### config.mk
export PLATFORM = sky130hd
export DESIGN_NAME = pocr_regs
export DESIGN_NICKNAME = d
export VERILOG_FILES = /design/src/pkg/pocr_pkg.sv /design/src/pocr_reg_cell.sv /design/src/pocr_ov_ctrl.sv /design/src/pocr_regs.sv
export SDC_FILE = /design/constraint.sdc
export NUM_CORES = 1
export LEC_CHECK = 0
export BUFFER_PORTS_ARGS = -buffer_cell sky130_fd_sc_hd__buf_2
export CORE_MARGIN = 2
export CORE_UTILIZATION = 40
export CTS_CLUSTER_SIZE = 28
export DETAILED_ROUTE_END_ITERATION = 16
export MAX_ROUTING_LAYER = met4
export SETUP_SLACK_MARGIN = 0.3
export SYNTH_ARGS = -nofsm -noshare
export SYNTH_HDL_FRONTEND = slang
export SYNTH_SLANG_ARGS = --single-unit
### constraint.sdc
create_clock -name clk_in -period 3.2 [get_ports clk_in]
set_input_delay 0.32 -clock clk_in [delete_from_list [all_inputs] [get_ports clk_in]]
set_output_delay 0.32 -clock clk_in [all_outputs]
set_load 0.03 [all_outputs]
### src/pkg/pocr_pkg.sv
package pocr_pkg;

  // ****************************************
  // register map
  // ****************************************
  localparam int NREG = 14;

  localparam int IDX_TRIM     = 0;
  localparam int IDX_CEIL     = 1;
  localparam int IDX_MHI      = 2;
  localparam int IDX_MLO      = 3;
  localparam int IDX_SLEW     = 4;
  localparam int IDX_RATIO    = 5;
  localparam int IDX_FSW      = 6;
  localparam int IDX_INPUT_TURN_ON_LEVEL   = 7;
  localparam int IDX_INPUT_TURN_OFF_LEVEL  = 8;
  localparam int IDX_ROLE     = 9;
  localparam int IDX_OV_TRIP  = 10;
  localparam int IDX_OV_REACT = 11;
  localparam int IDX_OV_ALERT = 12;
  localparam int IDX_UV_ALERT = 13;

  // command codes, same order as the indices
  localparam logic [7:0] REG_CODE [NREG] = '{
    8'h22, 8'h24, 8'h25, 8'h26, 8'h27, 8'h29, 8'h33,
    8'h35, 8'h36, 8'h37, 8'h40, 8'h41, 8'h42, 8'h43};

  // stored defaults; the trim entry is replaced by the factory value
  localparam logic [15:0] REG_RST [NREG] = '{
    16'h0000, 16'h1c00, 16'h0142, 16'h0123, 16'he002, 16'he808, 16'h0258,
    16'hf814, 16'hf812, 16'h0100, 16'h0161, 16'h00f8, 16'h0151, 16'h0114};

  // writable bits of each register
  localparam logic [15:0] REG_MASK [NREG] = '{
    16'hffff, 16'hffff, 16'hffff, 16'hffff, 16'hffff, 16'hffff, 16'hffff,
    16'hffff, 16'hffff, 16'h0ff0, 16'hffff, 16'h00ff, 16'hffff, 16'hffff};

  // ****************************************
  // fixed values and field limits
  // ****************************************
  localparam logic [7:0]  MODE_CODE     = 8'h20;
  localparam logic [15:0] MODE_VALUE    = 16'h0017;
  localparam logic [15:0] TRIM_MIN      = 16'hfc00;
  localparam logic [15:0] TRIM_MAX      = 16'h0400;
  localparam logic [15:0] RATIO_ONE     = 16'he808;
  localparam logic [15:0] RATIO_HALF    = 16'he804;
  localparam logic [15:0] RATIO_QUARTER = 16'he802;
  localparam logic [15:0] RATIO_EIGHTH  = 16'he801;
  localparam logic [7:0]  OV_REACT_HOLD = 8'hf8;
  localparam logic [7:0]  OV_REACT_NONE = 8'h00;

  // ****************************************
  // carriers
  // ****************************************
  typedef struct packed {
    logic        write;
    logic [7:0]  code;
    logic [15:0] wdata;
  } pocr_cmd_s;

  typedef struct packed {
    logic        ack;
    logic        err;
    logic [15:0] rdata;
  } pocr_rsp_s;

  typedef struct packed {
    logic [15:0] trim;
    logic [15:0] ceil;
    logic [15:0] margin_hi;
    logic [15:0] margin_lo;
    logic [15:0] slew;
    logic [15:0] ratio;
    logic [15:0] fsw;
    logic [15:0] input_turn_on_level;
    logic [15:0] input_turn_off_level;
    logic [15:0] role;
    logic [15:0] ov_trip;
    logic [7:0]  ov_react;
    logic [15:0] ov_alert;
    logic [15:0] uv_alert;
  } pocr_cfg_s;

  typedef enum logic [1:0] {
    ST_OFF   = 2'b00,
    ST_RUN   = 2'b01,
    ST_HOLD  = 2'b11,
    ST_LATCH = 2'b10
  } pocr_state_e;

endpackage

### src/pocr_reg_cell.sv
`timescale 1ns/1ns
module pocr_reg_cell
  import pocr_pkg::*;
(
  input  wire logic        clk_in,
  input  wire logic        rst_in,
  input  wire logic [15:0] rst_val_in,
  input  wire logic [15:0] mask_in,
  input  wire logic        we_in,
  input  wire logic [15:0] wdata_in,
  output logic      [15:0] q_out
);

  logic [15:0] val_d;
  logic [15:0] val_q;

  // next value: default on reset, masked data on write
  always_comb begin
    val_d = val_q;
    if (rst_in) begin
      val_d = rst_val_in & mask_in;
    end else if (we_in) begin
      val_d = wdata_in & mask_in;
    end
  end

  // storage
  always_ff @(posedge clk_in) begin
    val_q <= val_d;
  end

  assign q_out = val_q;

endmodule // pocr_reg_cell

### src/pocr_ov_ctrl.sv
`timescale 1ns/1ns
module pocr_ov_ctrl
  import pocr_pkg::*;
(
  input  wire logic       clk_in,
  input  wire logic       rst_in,
  input  wire logic [7:0] react_in,
  input  wire logic       ov_fault_in,
  input  wire logic       ctrl_pin_in,
  input  wire logic       op_on_in,
  input  wire logic       bias_ok_in,
  input  wire logic       other_fault_in,
  output logic            output_en_out,
  output logic            ov_hold_out
);

  pocr_state_e st_d;
  pocr_state_e st_q;
  logic        on_ok;

  // either off source stops the unit
  assign on_ok = ctrl_pin_in && op_on_in && bias_ok_in && !other_fault_in;

  // ****************************************
  // output state machine
  // ****************************************
  always_comb begin
    st_d = st_q;
    case (st_q)
      ST_OFF: begin
        if (on_ok) begin
          st_d = ST_RUN;
        end
      end
      ST_RUN: begin
        if (!on_ok) begin
          st_d = ST_OFF;
        end else if (ov_fault_in && react_in == OV_REACT_HOLD) begin
          st_d = ST_HOLD;
        end else if (ov_fault_in && react_in != OV_REACT_NONE) begin
          st_d = ST_LATCH;
        end
      end
      ST_HOLD: begin
        if (!on_ok) begin
          st_d = ST_OFF;
        end else if (!ov_fault_in) begin
          st_d = ST_RUN;
        end
      end
      ST_LATCH: begin
        if (!on_ok) begin
          st_d = ST_OFF;
        end
      end
      default: st_d = ST_OFF;
    endcase
  end

  // state register
  always_ff @(posedge clk_in) begin
    if (rst_in) begin
      st_q <= ST_OFF;
    end else begin
      st_q <= st_d;
    end
  end

  assign output_en_out = (st_q == ST_RUN);
  assign ov_hold_out   = (st_q == ST_HOLD);

  // ****************************************
  // checks
  // ****************************************
  property p_ov_disables;
    @(posedge clk_in) disable iff (rst_in)
    (output_en_out && ov_fault_in && react_in == OV_REACT_HOLD) |=> !output_en_out;
  endproperty
  a_ov_disables: assert property (p_ov_disables)
    else $error("output stayed on during over-voltage");

  property p_resume;
    @(posedge clk_in) disable iff (rst_in)
    (ov_hold_out && !ov_fault_in && on_ok) |=> output_en_out;
  endproperty
  a_resume: assert property (p_resume)
    else $error("output did not resume after over-voltage cleared");

  property p_unlimited;
    @(posedge clk_in) disable iff (rst_in)
    (ov_hold_out && on_ok) [*3] |-> ##1 (ov_hold_out || output_en_out);
  endproperty
  a_unlimited: assert property (p_unlimited)
    else $error("retries stopped without an off cause");

  property p_off_sources;
    @(posedge clk_in) disable iff (rst_in)
    (!ctrl_pin_in || !op_on_in) |=> !output_en_out && !ov_hold_out;
  endproperty
  a_off_sources: assert property (p_off_sources)
    else $error("off command not honoured");

endmodule // pocr_ov_ctrl

### src/pocr_regs.sv
`timescale 1ns/1ns
// Notes on behaviour
// - trim powers up with the factory value; signed offsets about 2 mV per step.
// - default over-voltage reaction keeps output off while the fault lasts.
// - default reaction turns output back on once the fault clears.
// - default reaction retries forever until off, bias loss or other fault.
// - off from the control pin or the operation command, either, stops retries.
// - role word bits 11:8 pick master/slave, default 0001; 15:12 and 3:0 unused.
// - role bits 7:4 default 0000, meaning master.
// - loop ratio defaults to one; only 1/8, 1/4, 1/2 and 1 accepted.
// - output registers are LINEAR16, mode register reads exponent -9.
// - faults while a margin is selected follow the fault reactions.
module pocr_regs
  import pocr_pkg::*;
(
  input  wire logic        clk_in,
  input  wire logic        rst_in,
  input  wire logic        cmd_valid_in,
  input  wire pocr_cmd_s   cmd_in,
  input  wire logic [15:0] factory_trim_in,
  input  wire logic        ov_fault_in,
  input  wire logic        margin_sel_in,
  input  wire logic        ctrl_pin_in,
  input  wire logic        op_on_in,
  input  wire logic        bias_ok_in,
  input  wire logic        other_fault_in,
  output pocr_rsp_s        rsp_out,
  output pocr_cfg_s        cfg_out,
  output logic             output_en_out,
  output logic             ov_hold_out
);

  logic [15:0] reg_val [NREG];
  logic [NREG-1:0] we;
  logic [NREG-1:0] hit;
  logic [3:0]  idx;
  logic        any_hit;
  logic        data_ok;
  logic [15:0] rd_sel;
  pocr_rsp_s   rsp_d;
  pocr_rsp_s   rsp_q;

  // ****************************************
  // address decode
  // ****************************************
  // one-hot match of the command code against the table
  always_comb begin
    hit     = '0;
    idx     = 4'h0;
    any_hit = 1'b0;
    for (int i = 0; i < NREG; i++) begin
      if (cmd_in.code == REG_CODE[i]) begin
        hit[i]  = 1'b1;
        idx     = 4'(i);
        any_hit = 1'b1;
      end
    end
  end

  // ****************************************
  // value checks on write
  // ****************************************
  // reject values outside the accepted set
  always_comb begin
    data_ok = 1'b1;
    if (hit[IDX_RATIO]) begin
      data_ok = (cmd_in.wdata == RATIO_ONE)     ||
                (cmd_in.wdata == RATIO_HALF)    ||
                (cmd_in.wdata == RATIO_QUARTER) ||
                (cmd_in.wdata == RATIO_EIGHTH);
    end else if (hit[IDX_TRIM]) begin
      data_ok = ($signed(cmd_in.wdata) >= $signed(TRIM_MIN)) &&
                ($signed(cmd_in.wdata) <= $signed(TRIM_MAX));
    end else if (hit[IDX_OV_REACT]) begin
      case (cmd_in.wdata)
        16'h0000, 16'h0016, 16'h0022, 16'h0036, 16'h00c0,
        16'h00d6, 16'h00e2, 16'h00f6, 16'h00f8: data_ok = 1'b1;
        default: data_ok = 1'b0;
      endcase
    end
  end

  // ****************************************
  // command handling
  // ****************************************
  // write strobes and the registered answer
  always_comb begin
    we     = '0;
    rd_sel = reg_val[idx];
    rsp_d  = '0;
    if (cmd_valid_in) begin
      rsp_d.ack = 1'b1;
      if (cmd_in.code == MODE_CODE) begin
        rsp_d.err   = cmd_in.write;
        rsp_d.rdata = cmd_in.write ? 16'h0000 : MODE_VALUE;
      end else if (!any_hit) begin
        rsp_d.err = 1'b1;
      end else if (cmd_in.write) begin
        if (data_ok) begin
          we = hit;
        end else begin
          rsp_d.err = 1'b1;
        end
      end else begin
        rsp_d.rdata = rd_sel;
      end
    end
  end

  // answer register
  always_ff @(posedge clk_in) begin
    if (rst_in) begin
      rsp_q <= '0;
    end else begin
      rsp_q <= rsp_d;
    end
  end

  assign rsp_out = rsp_q;

  // ****************************************
  // register storage
  // ****************************************
  // trim takes the factory value, the rest their stored default
  for (genvar g = 0; g < NREG; g++) begin : g_reg
    pocr_reg_cell u_cell (
      .clk_in     (clk_in),
      .rst_in     (rst_in),
      .rst_val_in ((g == IDX_TRIM) ? factory_trim_in : REG_RST[g]),
      .mask_in    (REG_MASK[g]),
      .we_in      (we[g]),
      .wdata_in   (cmd_in.wdata),
      .q_out      (reg_val[g])
    );
  end

  // configuration seen by the regulator
  assign cfg_out.trim      = reg_val[IDX_TRIM];
  assign cfg_out.ceil      = reg_val[IDX_CEIL];
  assign cfg_out.margin_hi = reg_val[IDX_MHI];
  assign cfg_out.margin_lo = reg_val[IDX_MLO];
  assign cfg_out.slew      = reg_val[IDX_SLEW];
  assign cfg_out.ratio     = reg_val[IDX_RATIO];
  assign cfg_out.fsw       = reg_val[IDX_FSW];
  assign cfg_out.input_turn_on_level    = reg_val[IDX_INPUT_TURN_ON_LEVEL];
  assign cfg_out.input_turn_off_level   = reg_val[IDX_INPUT_TURN_OFF_LEVEL];
  assign cfg_out.role      = reg_val[IDX_ROLE];
  assign cfg_out.ov_trip   = reg_val[IDX_OV_TRIP];
  assign cfg_out.ov_react  = reg_val[IDX_OV_REACT][7:0];
  assign cfg_out.ov_alert  = reg_val[IDX_OV_ALERT];
  assign cfg_out.uv_alert  = reg_val[IDX_UV_ALERT];

  // ****************************************
  // over-voltage reaction
  // ****************************************
  // margin selection does not bypass the fault reaction
  pocr_ov_ctrl u_ov (
    .clk_in         (clk_in),
    .rst_in         (rst_in),
    .react_in       (reg_val[IDX_OV_REACT][7:0]),
    .ov_fault_in    (ov_fault_in),
    .ctrl_pin_in    (ctrl_pin_in),
    .op_on_in       (op_on_in),
    .bias_ok_in     (bias_ok_in),
    .other_fault_in (other_fault_in),
    .output_en_out  (output_en_out),
    .ov_hold_out    (ov_hold_out)
  );

  // ****************************************
  // checks
  // ****************************************
  property p_trim_factory;
    @(posedge clk_in)
    rst_in |=> (cfg_out.trim == $past(factory_trim_in));
  endproperty
  a_trim_factory: assert property (p_trim_factory)
    else $error("trim did not load the factory value");

  property p_role_reserved;
    @(posedge clk_in) disable iff (rst_in)
    (cfg_out.role[15:12] == 4'h0) && (cfg_out.role[3:0] == 4'h0);
  endproperty
  a_role_reserved: assert property (p_role_reserved)
    else $error("reserved role bits set");

  property p_role_default;
    @(posedge clk_in)
    rst_in ##1 !rst_in |-> (cfg_out.role[11:8] == 4'h1) && (cfg_out.role[7:4] == 4'h0);
  endproperty
  a_role_default: assert property (p_role_default)
    else $error("role default wrong");

  property p_ratio_set;
    @(posedge clk_in) disable iff (rst_in)
    (cmd_valid_in && cmd_in.write && hit[IDX_RATIO] && !data_ok)
      |=> $stable(cfg_out.ratio) && rsp_out.err;
  endproperty
  a_ratio_set: assert property (p_ratio_set)
    else $error("unsupported loop ratio accepted");

  property p_ratio_default;
    @(posedge clk_in)
    rst_in ##1 !rst_in |-> (cfg_out.ratio == RATIO_ONE);
  endproperty
  a_ratio_default: assert property (p_ratio_default)
    else $error("loop ratio default is not one");

  property p_mode_read;
    @(posedge clk_in) disable iff (rst_in)
    (cmd_valid_in && !cmd_in.write && cmd_in.code == MODE_CODE)
      |=> rsp_out.ack && !rsp_out.err && (rsp_out.rdata == MODE_VALUE);
  endproperty
  a_mode_read: assert property (p_mode_read)
    else $error("mode register read wrong");

  property p_margin_fault;
    @(posedge clk_in) disable iff (rst_in)
    (margin_sel_in && output_en_out && ov_fault_in && cfg_out.ov_react == OV_REACT_HOLD &&
     ctrl_pin_in && op_on_in && bias_ok_in && !other_fault_in)
      |=> ov_hold_out;
  endproperty
  a_margin_fault: assert property (p_margin_fault)
    else $error("margin fault not handled by reaction");

  property p_write_read;
    @(posedge clk_in) disable iff (rst_in)
    (cmd_valid_in && cmd_in.write && hit[IDX_CEIL])
      ##1 (cmd_valid_in && !cmd_in.write && hit[IDX_CEIL])
      |=> (rsp_out.rdata == $past(cmd_in.wdata, 2));
  endproperty
  a_write_read: assert property (p_write_read)
    else $error("read did not return last written value");

  // ****************************************
  // command port checks
  // ****************************************
  property p_ack_follows;
    @(posedge clk_in) disable iff (rst_in)
    cmd_valid_in |=> rsp_out.ack;
  endproperty
  a_ack_follows: assert property (p_ack_follows)
    else $error("command not answered");

  property p_ack_pulse;
    @(posedge clk_in) disable iff (rst_in)
    !cmd_valid_in |=> !rsp_out.ack && !rsp_out.err;
  endproperty
  a_ack_pulse: assert property (p_ack_pulse)
    else $error("answer without a command");

  property p_unknown_code;
    @(posedge clk_in) disable iff (rst_in)
    (cmd_valid_in && !any_hit && cmd_in.code != MODE_CODE) |=> rsp_out.err;
  endproperty
  a_unknown_code: assert property (p_unknown_code)
    else $error("unknown code not refused");

  property p_mode_write;
    @(posedge clk_in) disable iff (rst_in)
    (cmd_valid_in && cmd_in.write && cmd_in.code == MODE_CODE) |=> rsp_out.err;
  endproperty
  a_mode_write: assert property (p_mode_write)
    else $error("write to mode register not refused");

  property p_trim_refused;
    @(posedge clk_in) disable iff (rst_in)
    (cmd_valid_in && cmd_in.write && hit[IDX_TRIM] && !data_ok)
      |=> $stable(cfg_out.trim) && rsp_out.err;
  endproperty
  a_trim_refused: assert property (p_trim_refused)
    else $error("out of range trim accepted");

  property p_trim_write;
    @(posedge clk_in) disable iff (rst_in)
    (cmd_valid_in && cmd_in.write && hit[IDX_TRIM] && data_ok)
      |=> (cfg_out.trim == $past(cmd_in.wdata));
  endproperty
  a_trim_write: assert property (p_trim_write)
    else $error("legal trim not stored");

  property p_ratio_legal;
    @(posedge clk_in) disable iff (rst_in)
    (cfg_out.ratio == RATIO_ONE) || (cfg_out.ratio == RATIO_HALF) ||
    (cfg_out.ratio == RATIO_QUARTER) || (cfg_out.ratio == RATIO_EIGHTH);
  endproperty
  a_ratio_legal: assert property (p_ratio_legal)
    else $error("loop ratio outside the accepted set");

  property p_role_write;
    @(posedge clk_in) disable iff (rst_in)
    (cmd_valid_in && cmd_in.write && hit[IDX_ROLE])
      |=> (cfg_out.role == ($past(cmd_in.wdata) & REG_MASK[IDX_ROLE]));
  endproperty
  a_role_write: assert property (p_role_write)
    else $error("role write stored wrong bits");

  property p_react_refused;
    @(posedge clk_in) disable iff (rst_in)
    (cmd_valid_in && cmd_in.write && hit[IDX_OV_REACT] && !data_ok)
      |=> $stable(cfg_out.ov_react) && rsp_out.err;
  endproperty
  a_react_refused: assert property (p_react_refused)
    else $error("unsupported reaction accepted");

  property p_ceil_write;
    @(posedge clk_in) disable iff (rst_in)
    (cmd_valid_in && cmd_in.write && hit[IDX_CEIL])
      |=> (cfg_out.ceil == $past(cmd_in.wdata));
  endproperty
  a_ceil_write: assert property (p_ceil_write)
    else $error("ceiling write not stored");

endmodule // pocr_regs

======== Word-level counts from Yosys, hierarchy flattened ========
Cells that the tools add are included.
storage, ports and cells
  register bits after elaboration ......... 228
  output and inout port bits .............. 236
  word-level logic and storage cells ...... 145
operators by class
  magnitude comparators ................... 3
  eq/ne operators ......................... 35
  muxes and demuxes ....................... 70
  bitwise gates (word level) .............. 2
  reductions and logical operators ........ 17
operator list
  operator                number
  $mux W16                6
  $eq A8 B6 Y1 const B    11
  $eq A16 B8 Y1 const B   5
  $mux W14                5
  $bmux W16 S4            1
  $eq A16 B16 Y1 const B  4
  $mux W4                 12
  $mux W1                 35
  $eq A16 B6 Y1 const B   2
  $eq A8 B7 Y1 const B    4
  $mux W18                1
  $mux W17                1
  $eq A16 B5 Y1 const B   1
  $ge A16 B11 Y1 const B  1
  $le A16 B12 Y1 const B  1
  $logic_not A16 Y1       1
  $mux W2                 7
  $reduce_or A9 Y1        1
  $eq A8 B8 Y1 const B    1
  $pmux W2 S4             1
  $reduce_bool A8 Y1      1
  $logic_and A1 B1 Y1     6
  $ge A5 B5 Y1 const B    1
  $mux W5                 1
  other kinds (14)        17

======== Longest topological paths before layout ========
  depth in word-level cells ............... 22
  mapped depth ............................ 11

======== Hierarchy ========
Synthesis repeated with hierarchy kept, for this count alone.
second synthesis, totals
  cells, all modules ...................... 1231
  area, all modules ....................... 14360.0 µm²
by module, submodules not included
  module         times used  cells each  area an instance (µm²)  seq. area each (µm²)
  pocr_reg_cell  14          51          778.2                   480.5
  pocr_regs      1           497         3320.7                  360.3
  pocr_ov_ctrl   1           20          143.9                   40.0

======== Worst setup path before layout ========
Ideal clock, no wire load.
  kind .................................... input-to-reg
  start ................................... in cmd_in[20] (netlist bit)
  end ..................................... reg rsp_q, in the netlist rsp_out[7]
  setup time .............................. 133 ps
  arrival time ............................ 2191 ps
  setup slack ............................. 876 ps
  stages on the path ...................... 8
  buffers on the path ..................... 2
  cells stage by stage .................... buf_2 -> nor4b_4 -> a21boi_0 -> a21oi_2 -> buf_6 -> mux4_2 -> a211oi_1 -> a21oi_1
between the ends
  longest elaborated chain between the ends .. 21
  elaborated cells on any way between the ends .. 49
  those cells by class .................... eq/ne: 15; mux: 33; bitwise: 1
RTL lines
  what                                          line              text
  from (decl)                                   pocr_regs.sv:19   input wire pocr_cmd_s cmd_in,
  $eq A8 B6 Y1                                  pocr_regs.sv:52   if (cmd_in.code == REG_CODE[i]) begin
  $mux W1                                       pocr_regs.sv:52
  $mux W4 (12 in series)                        pocr_regs.sv:52
  $not A4 Y5 (not written as such)              pocr_regs.sv:89   rd_sel = reg_val[idx];
  $bmux W16 S4                                  pocr_regs.sv:89
  $mux W16 (not written as such) (2 in series)  pocr_regs.sv:89
  $mux W16                                      pocr_regs.sv:98   end else if (cmd_in.write) begin
  $mux W16                                      pocr_regs.sv:96   end else if (!any_hit) begin
  $mux W17 *                                    pocr_regs.sv:93   if (cmd_in.code == MODE_CODE) begin
  to (signal assigned)                          pocr_regs.sv:115  rsp_q <= rsp_d;
  to (decl)                                     pocr_regs.sv:41   pocr_rsp_s rsp_q;
Every way passes the cells marked *; elsewhere a longest branch is shown, timed or not. The select of a mux whose other input is x is not followed.
A chain may end at the register's enable or synchronous reset.

======== Final worst setup path ========
  start ................................... in cmd_in[18] (netlist bit)
  end ..................................... reg rsp_q, in the netlist rsp_out[5]
Same word-level chain as after synthesis.

==> results.sh <==
export IMPL_outcome="finished, final reports clean"
export IMPL_min_path_type="in -> reg"
export IMPL_first_pass_grt_wire_length_um=59000
export IMPL_power_switching_fraction=0.256
export IMPL_slowest_stage="sky130_fd_sc_hd__a21o_1"
export IMPL_tightestPinTransition_ns=0.904
export IMPL_setup_violations=0
export IMPL_gpl_final_weighted_congestion=0.927
export IMPL_grt_overflow_total=0
export IMPL_htree_num_levels=1
export IMPL_io_pin_count=286
export IMPL_dieWidth_um=167
export IMPL_maxSlewHeadroom=0.396
export IMPL_worst_path_stages=9
export IMPL_worstSetupEndpointType="flop"
export IMPL_synth_edf_count=16
export IMPL_final_layout_size_suffix_gt1_frac=0.263
export IMPL_r2r_worst_path_cells=5
export IMPL_post_synth_inst_count=1197
export IMPL_rrSetupSlack_ns=1.58
export IMPL_fp_dieArea_mm2=0.0277
export IMPL_worstSetupStartpoint="cmd_in[18]"
export IMPL_drt_drc_violations_left=0
export IMPL_finalWirelength_um=40200
export IMPL_power_share_of_the_combinational_group=0.082
export IMPL_cellLeakagePower_nw=6.20
export IMPL_int_pwr_w=0.00462
export IMPL_clock_buffers_created_by_tritoncts=25
export IMPL_worstPathRequired_ns=3.60
export IMPL_dpl_instance_area_mm2=0.0123
export IMPL_yosys_warnings=0
export IMPL_worst_ep_arrival_time_ns=2.87
export IMPL_max_freq_ghz=0.404
export IMPL_post_route_standard_cell_area_excluding_fillers_mm2=0.0130
export IMPL_setup_total_negative_slack_ns=0
export IMPL_postSynth_topFlopCell="sky130_fd_sc_hd__dfxtp_1"
export IMPL_cts_tree="yes"
export IMPL_cp_buffers_inverters=2
export IMPL_die_height_um=167
export IMPL_antenna_found_initial=1
export IMPL_net_count_final=1497
export IMPL_timing_rr_start="g_reg[11].u_cell.q_out[0]$_SDFFE_PP0P_"
export IMPL_clkSinkCount=228
export IMPL_synth_seq_cells=228
export IMPL_asyncSetResetFlopFracSynth=0
export IMPL_min_delay_path_depth=3
export IMPL_wl_per_cell_um=22.3
export IMPL_regArea_mm2=0.00472
export IMPL_max_cap_violations=0
export IMPL_crit_path_start_kind="input port"
export IMPL_holdCritStartpoint="factory_trim_in[1]"
export IMPL_synth_sequential_area_ratio=0.447
export IMPL_mappedNetlistArea_mm2=0.0106
export IMPL_cts_path_max_buffers=3
export IMPL_psw_w=0.00159
export IMPL_worst_case_hold_slack_ns=0.0450
export IMPL_route_vias_total=10000
export IMPL_clock_insertion_delay_worst_skew_ns=0.55
export IMPL_drt_initial_drc_count=955
export IMPL_syn_avg_cell_area_um2=8.83
export IMPL_drt_antenna_violating_nets=0
export IMPL_maximum_number_of_pins_on_one_net_before_global_route_repair=55
export IMPL_cp_max_stage_delay_ns=0.65
export IMPL_ys_types=71
export IMPL_vdd_ir_drop_max_mv=0.409
export IMPL_multi_input_combinational_cell_area_mm2=0.00531
export IMPL_worst_path_max_fanout=17
export IMPL_core_area_mm2=0.0260
export IMPL_post_cts_setup_buffer_count=0
export IMPL_drt_pass1_iterations=5
export IMPL_critical_path_top_delay_family="compound AO/OA/AOI/OAI gates"
export IMPL_final_cells=1801
export IMPL_floorplan_initialDensity=0.407
export IMPL_detail_route_vias_per_cell=5.57
export IMPL_power_clock_fraction=0.449
export IMPL_hold_violations=0
export IMPL_fill_cells=2557
export IMPL_path_clk_slew_ns=0.06
export IMPL_clk_root_buffer_cell="sky130_fd_sc_hd__clkbuf_16"
export IMPL_first_global_vias=9319
export IMPL_final_min_period_over_clock_period=0.773
export IMPL_placed_cells=1755
export IMPL_number_of_hold_repair_buffers_added_at_the_cts_stage=0
export IMPL_grt_total_usage=0.286
export IMPL_pwr_density_cell_mw_per_mm2=476
export IMPL_timing_max_transition_violations_final=0
export IMPL_dpl_hpwl_um=29000
export IMPL_worst_clock_skew_ns=0.0101
export IMPL_row_count=59
export IMPL_setup_worst_path_class="in -> reg"
export IMPL_share_seq_of_total_power=0.469
export IMPL_critical_path_cell_chain="buf_2 > nor4b_4 > a21boi_0 > a21o_1 > buf_4 > mux2i_1 > o22ai_1 > a211oi_1 > a21oi_1"
export IMPL_ctsResizeCount=0
export IMPL_area_growth_syn_to_layout_pct=23.4
export IMPL_portBuffers=276
export IMPL_rsz0062_at_grt="false"
export IMPL_fin_crit_ns=2.47
cell families (layout without fill, tap and decap cells):
family	Yosys count	after routing	synth area share
simple gates	469	469	0.203
flops	228	228	0.447
compound gates	206	206	0.126
mux	170	170	0.166
buf+inv	119	380	0.0540
xor+xnor	4	4	0.00332
other cells	1	9	0.000355
power by group through the flow:
stage | sequential, W | combinational (W) | clock (W)
after floorplan | 0.00302 | 0.000280 | 0
after CTS | 0.00291 | 0.000501 | 0.00282
after detailed placement | 0.00297 | 0.000499 | 0
after global placement | 0.00297 | 0.000498 | 0
after global routing | 0.00291 | 0.000539 | 0.00294
final | 0.00291 | 0.000510 | 0.00278
state kept, by name, summed over array words and instances, names as in the netlist:
name and count:
u_ov.st_q 2, g.u_cell.q_out 208, rsp_out 18
synthesized netlist by cell type (all sizes together), types with 15 or more instances:
library cell  count  area (um^2)
inv              17         63.8
buf              43          285
dfxtp           212         4240
mux2i           164         1650
clkbuf           59          221
nand3            21          115
nor3             15         75.1
a21oi            89          460
nand3b           17          128
a211o            28          245
o21ai            27          146
o22ai            23          158
nor2            130          490
nand2           221          832
edfxtp           16          480
worst paths after layout:
path | endpoint
max | rsp_out[5]$_SDFF_PP0_
min | g_reg[0].u_cell.q_out[1]$_DFFE_PP_
max reg2reg | u_ov.st_q[0]$_SDFFE_PP0P_
min reg2reg | g_reg[5].u_cell.q_out[15]$_SDFFE_PP1P_
layout by cell type, fill, tap and decap left out, types with 14 or more instances in the layout:
| master | instances |
|---|---|
| sky130_fd_sc_hd__a211o_1 | 28 |
| sky130_fd_sc_hd__a21oi_1 | 87 |
| sky130_fd_sc_hd__buf_2 | 275 |
| sky130_fd_sc_hd__buf_4 | 39 |
| sky130_fd_sc_hd__clkbuf_16 | 25 |
| sky130_fd_sc_hd__dfxtp_1 | 212 |
| sky130_fd_sc_hd__edfxtp_1 | 16 |
| sky130_fd_sc_hd__inv_1 | 17 |
| sky130_fd_sc_hd__mux2i_1 | 163 |
| sky130_fd_sc_hd__nand2_1 | 220 |
| sky130_fd_sc_hd__nand3_1 | 19 |
| sky130_fd_sc_hd__nand3b_1 | 17 |
| sky130_fd_sc_hd__nor2_1 | 129 |
| sky130_fd_sc_hd__nor3_1 | 14 |
| sky130_fd_sc_hd__o21ai_0 | 24 |
| sky130_fd_sc_hd__o22ai_1 | 22 |
worst register-to-register path: cells and delay by family (launching register included):
family	cells	cell delay, ns
and+or+nand+nor	4	1.03
DFF	1	0.36
AOI/OAI and AO/OA	1	0.15
layer usage:
layer	vias to the layer above	GRT usage	wire, um
li1	4631	-	-
met1	4761	0.393	17600
met2	544	0.422	17300
met3	92	0.0549	3880
met4	0	0.0933	1410
met5	-	-	0
through the flow:
stage               worst slack [ns]  power (W)   util
finish                         0.728    0.00620  0.502
global route                   0.534    0.00639  0.502
CTS                            0.749    0.00623  0.502
detailed placement             0.208    0.00347  0.472
global placement               0.267    0.00347  0.472
floorplan                      0.876    0.00330      -
area by class of cell:
cell class / instances / area share
Antenna cell: 1 / 0.000192
Clock buffer: 38 / 0.0556
Clock inverter: 7 / 0.00403
Inverter: 17 / 0.00489
Multi-Input combinational cell: 857 / 0.407
Sequential cell: 228 / 0.362
Tap cell: 335 / 0.0321
Timing Repair Buffer: 318 / 0.133
(Power assumes the default switching activity.)
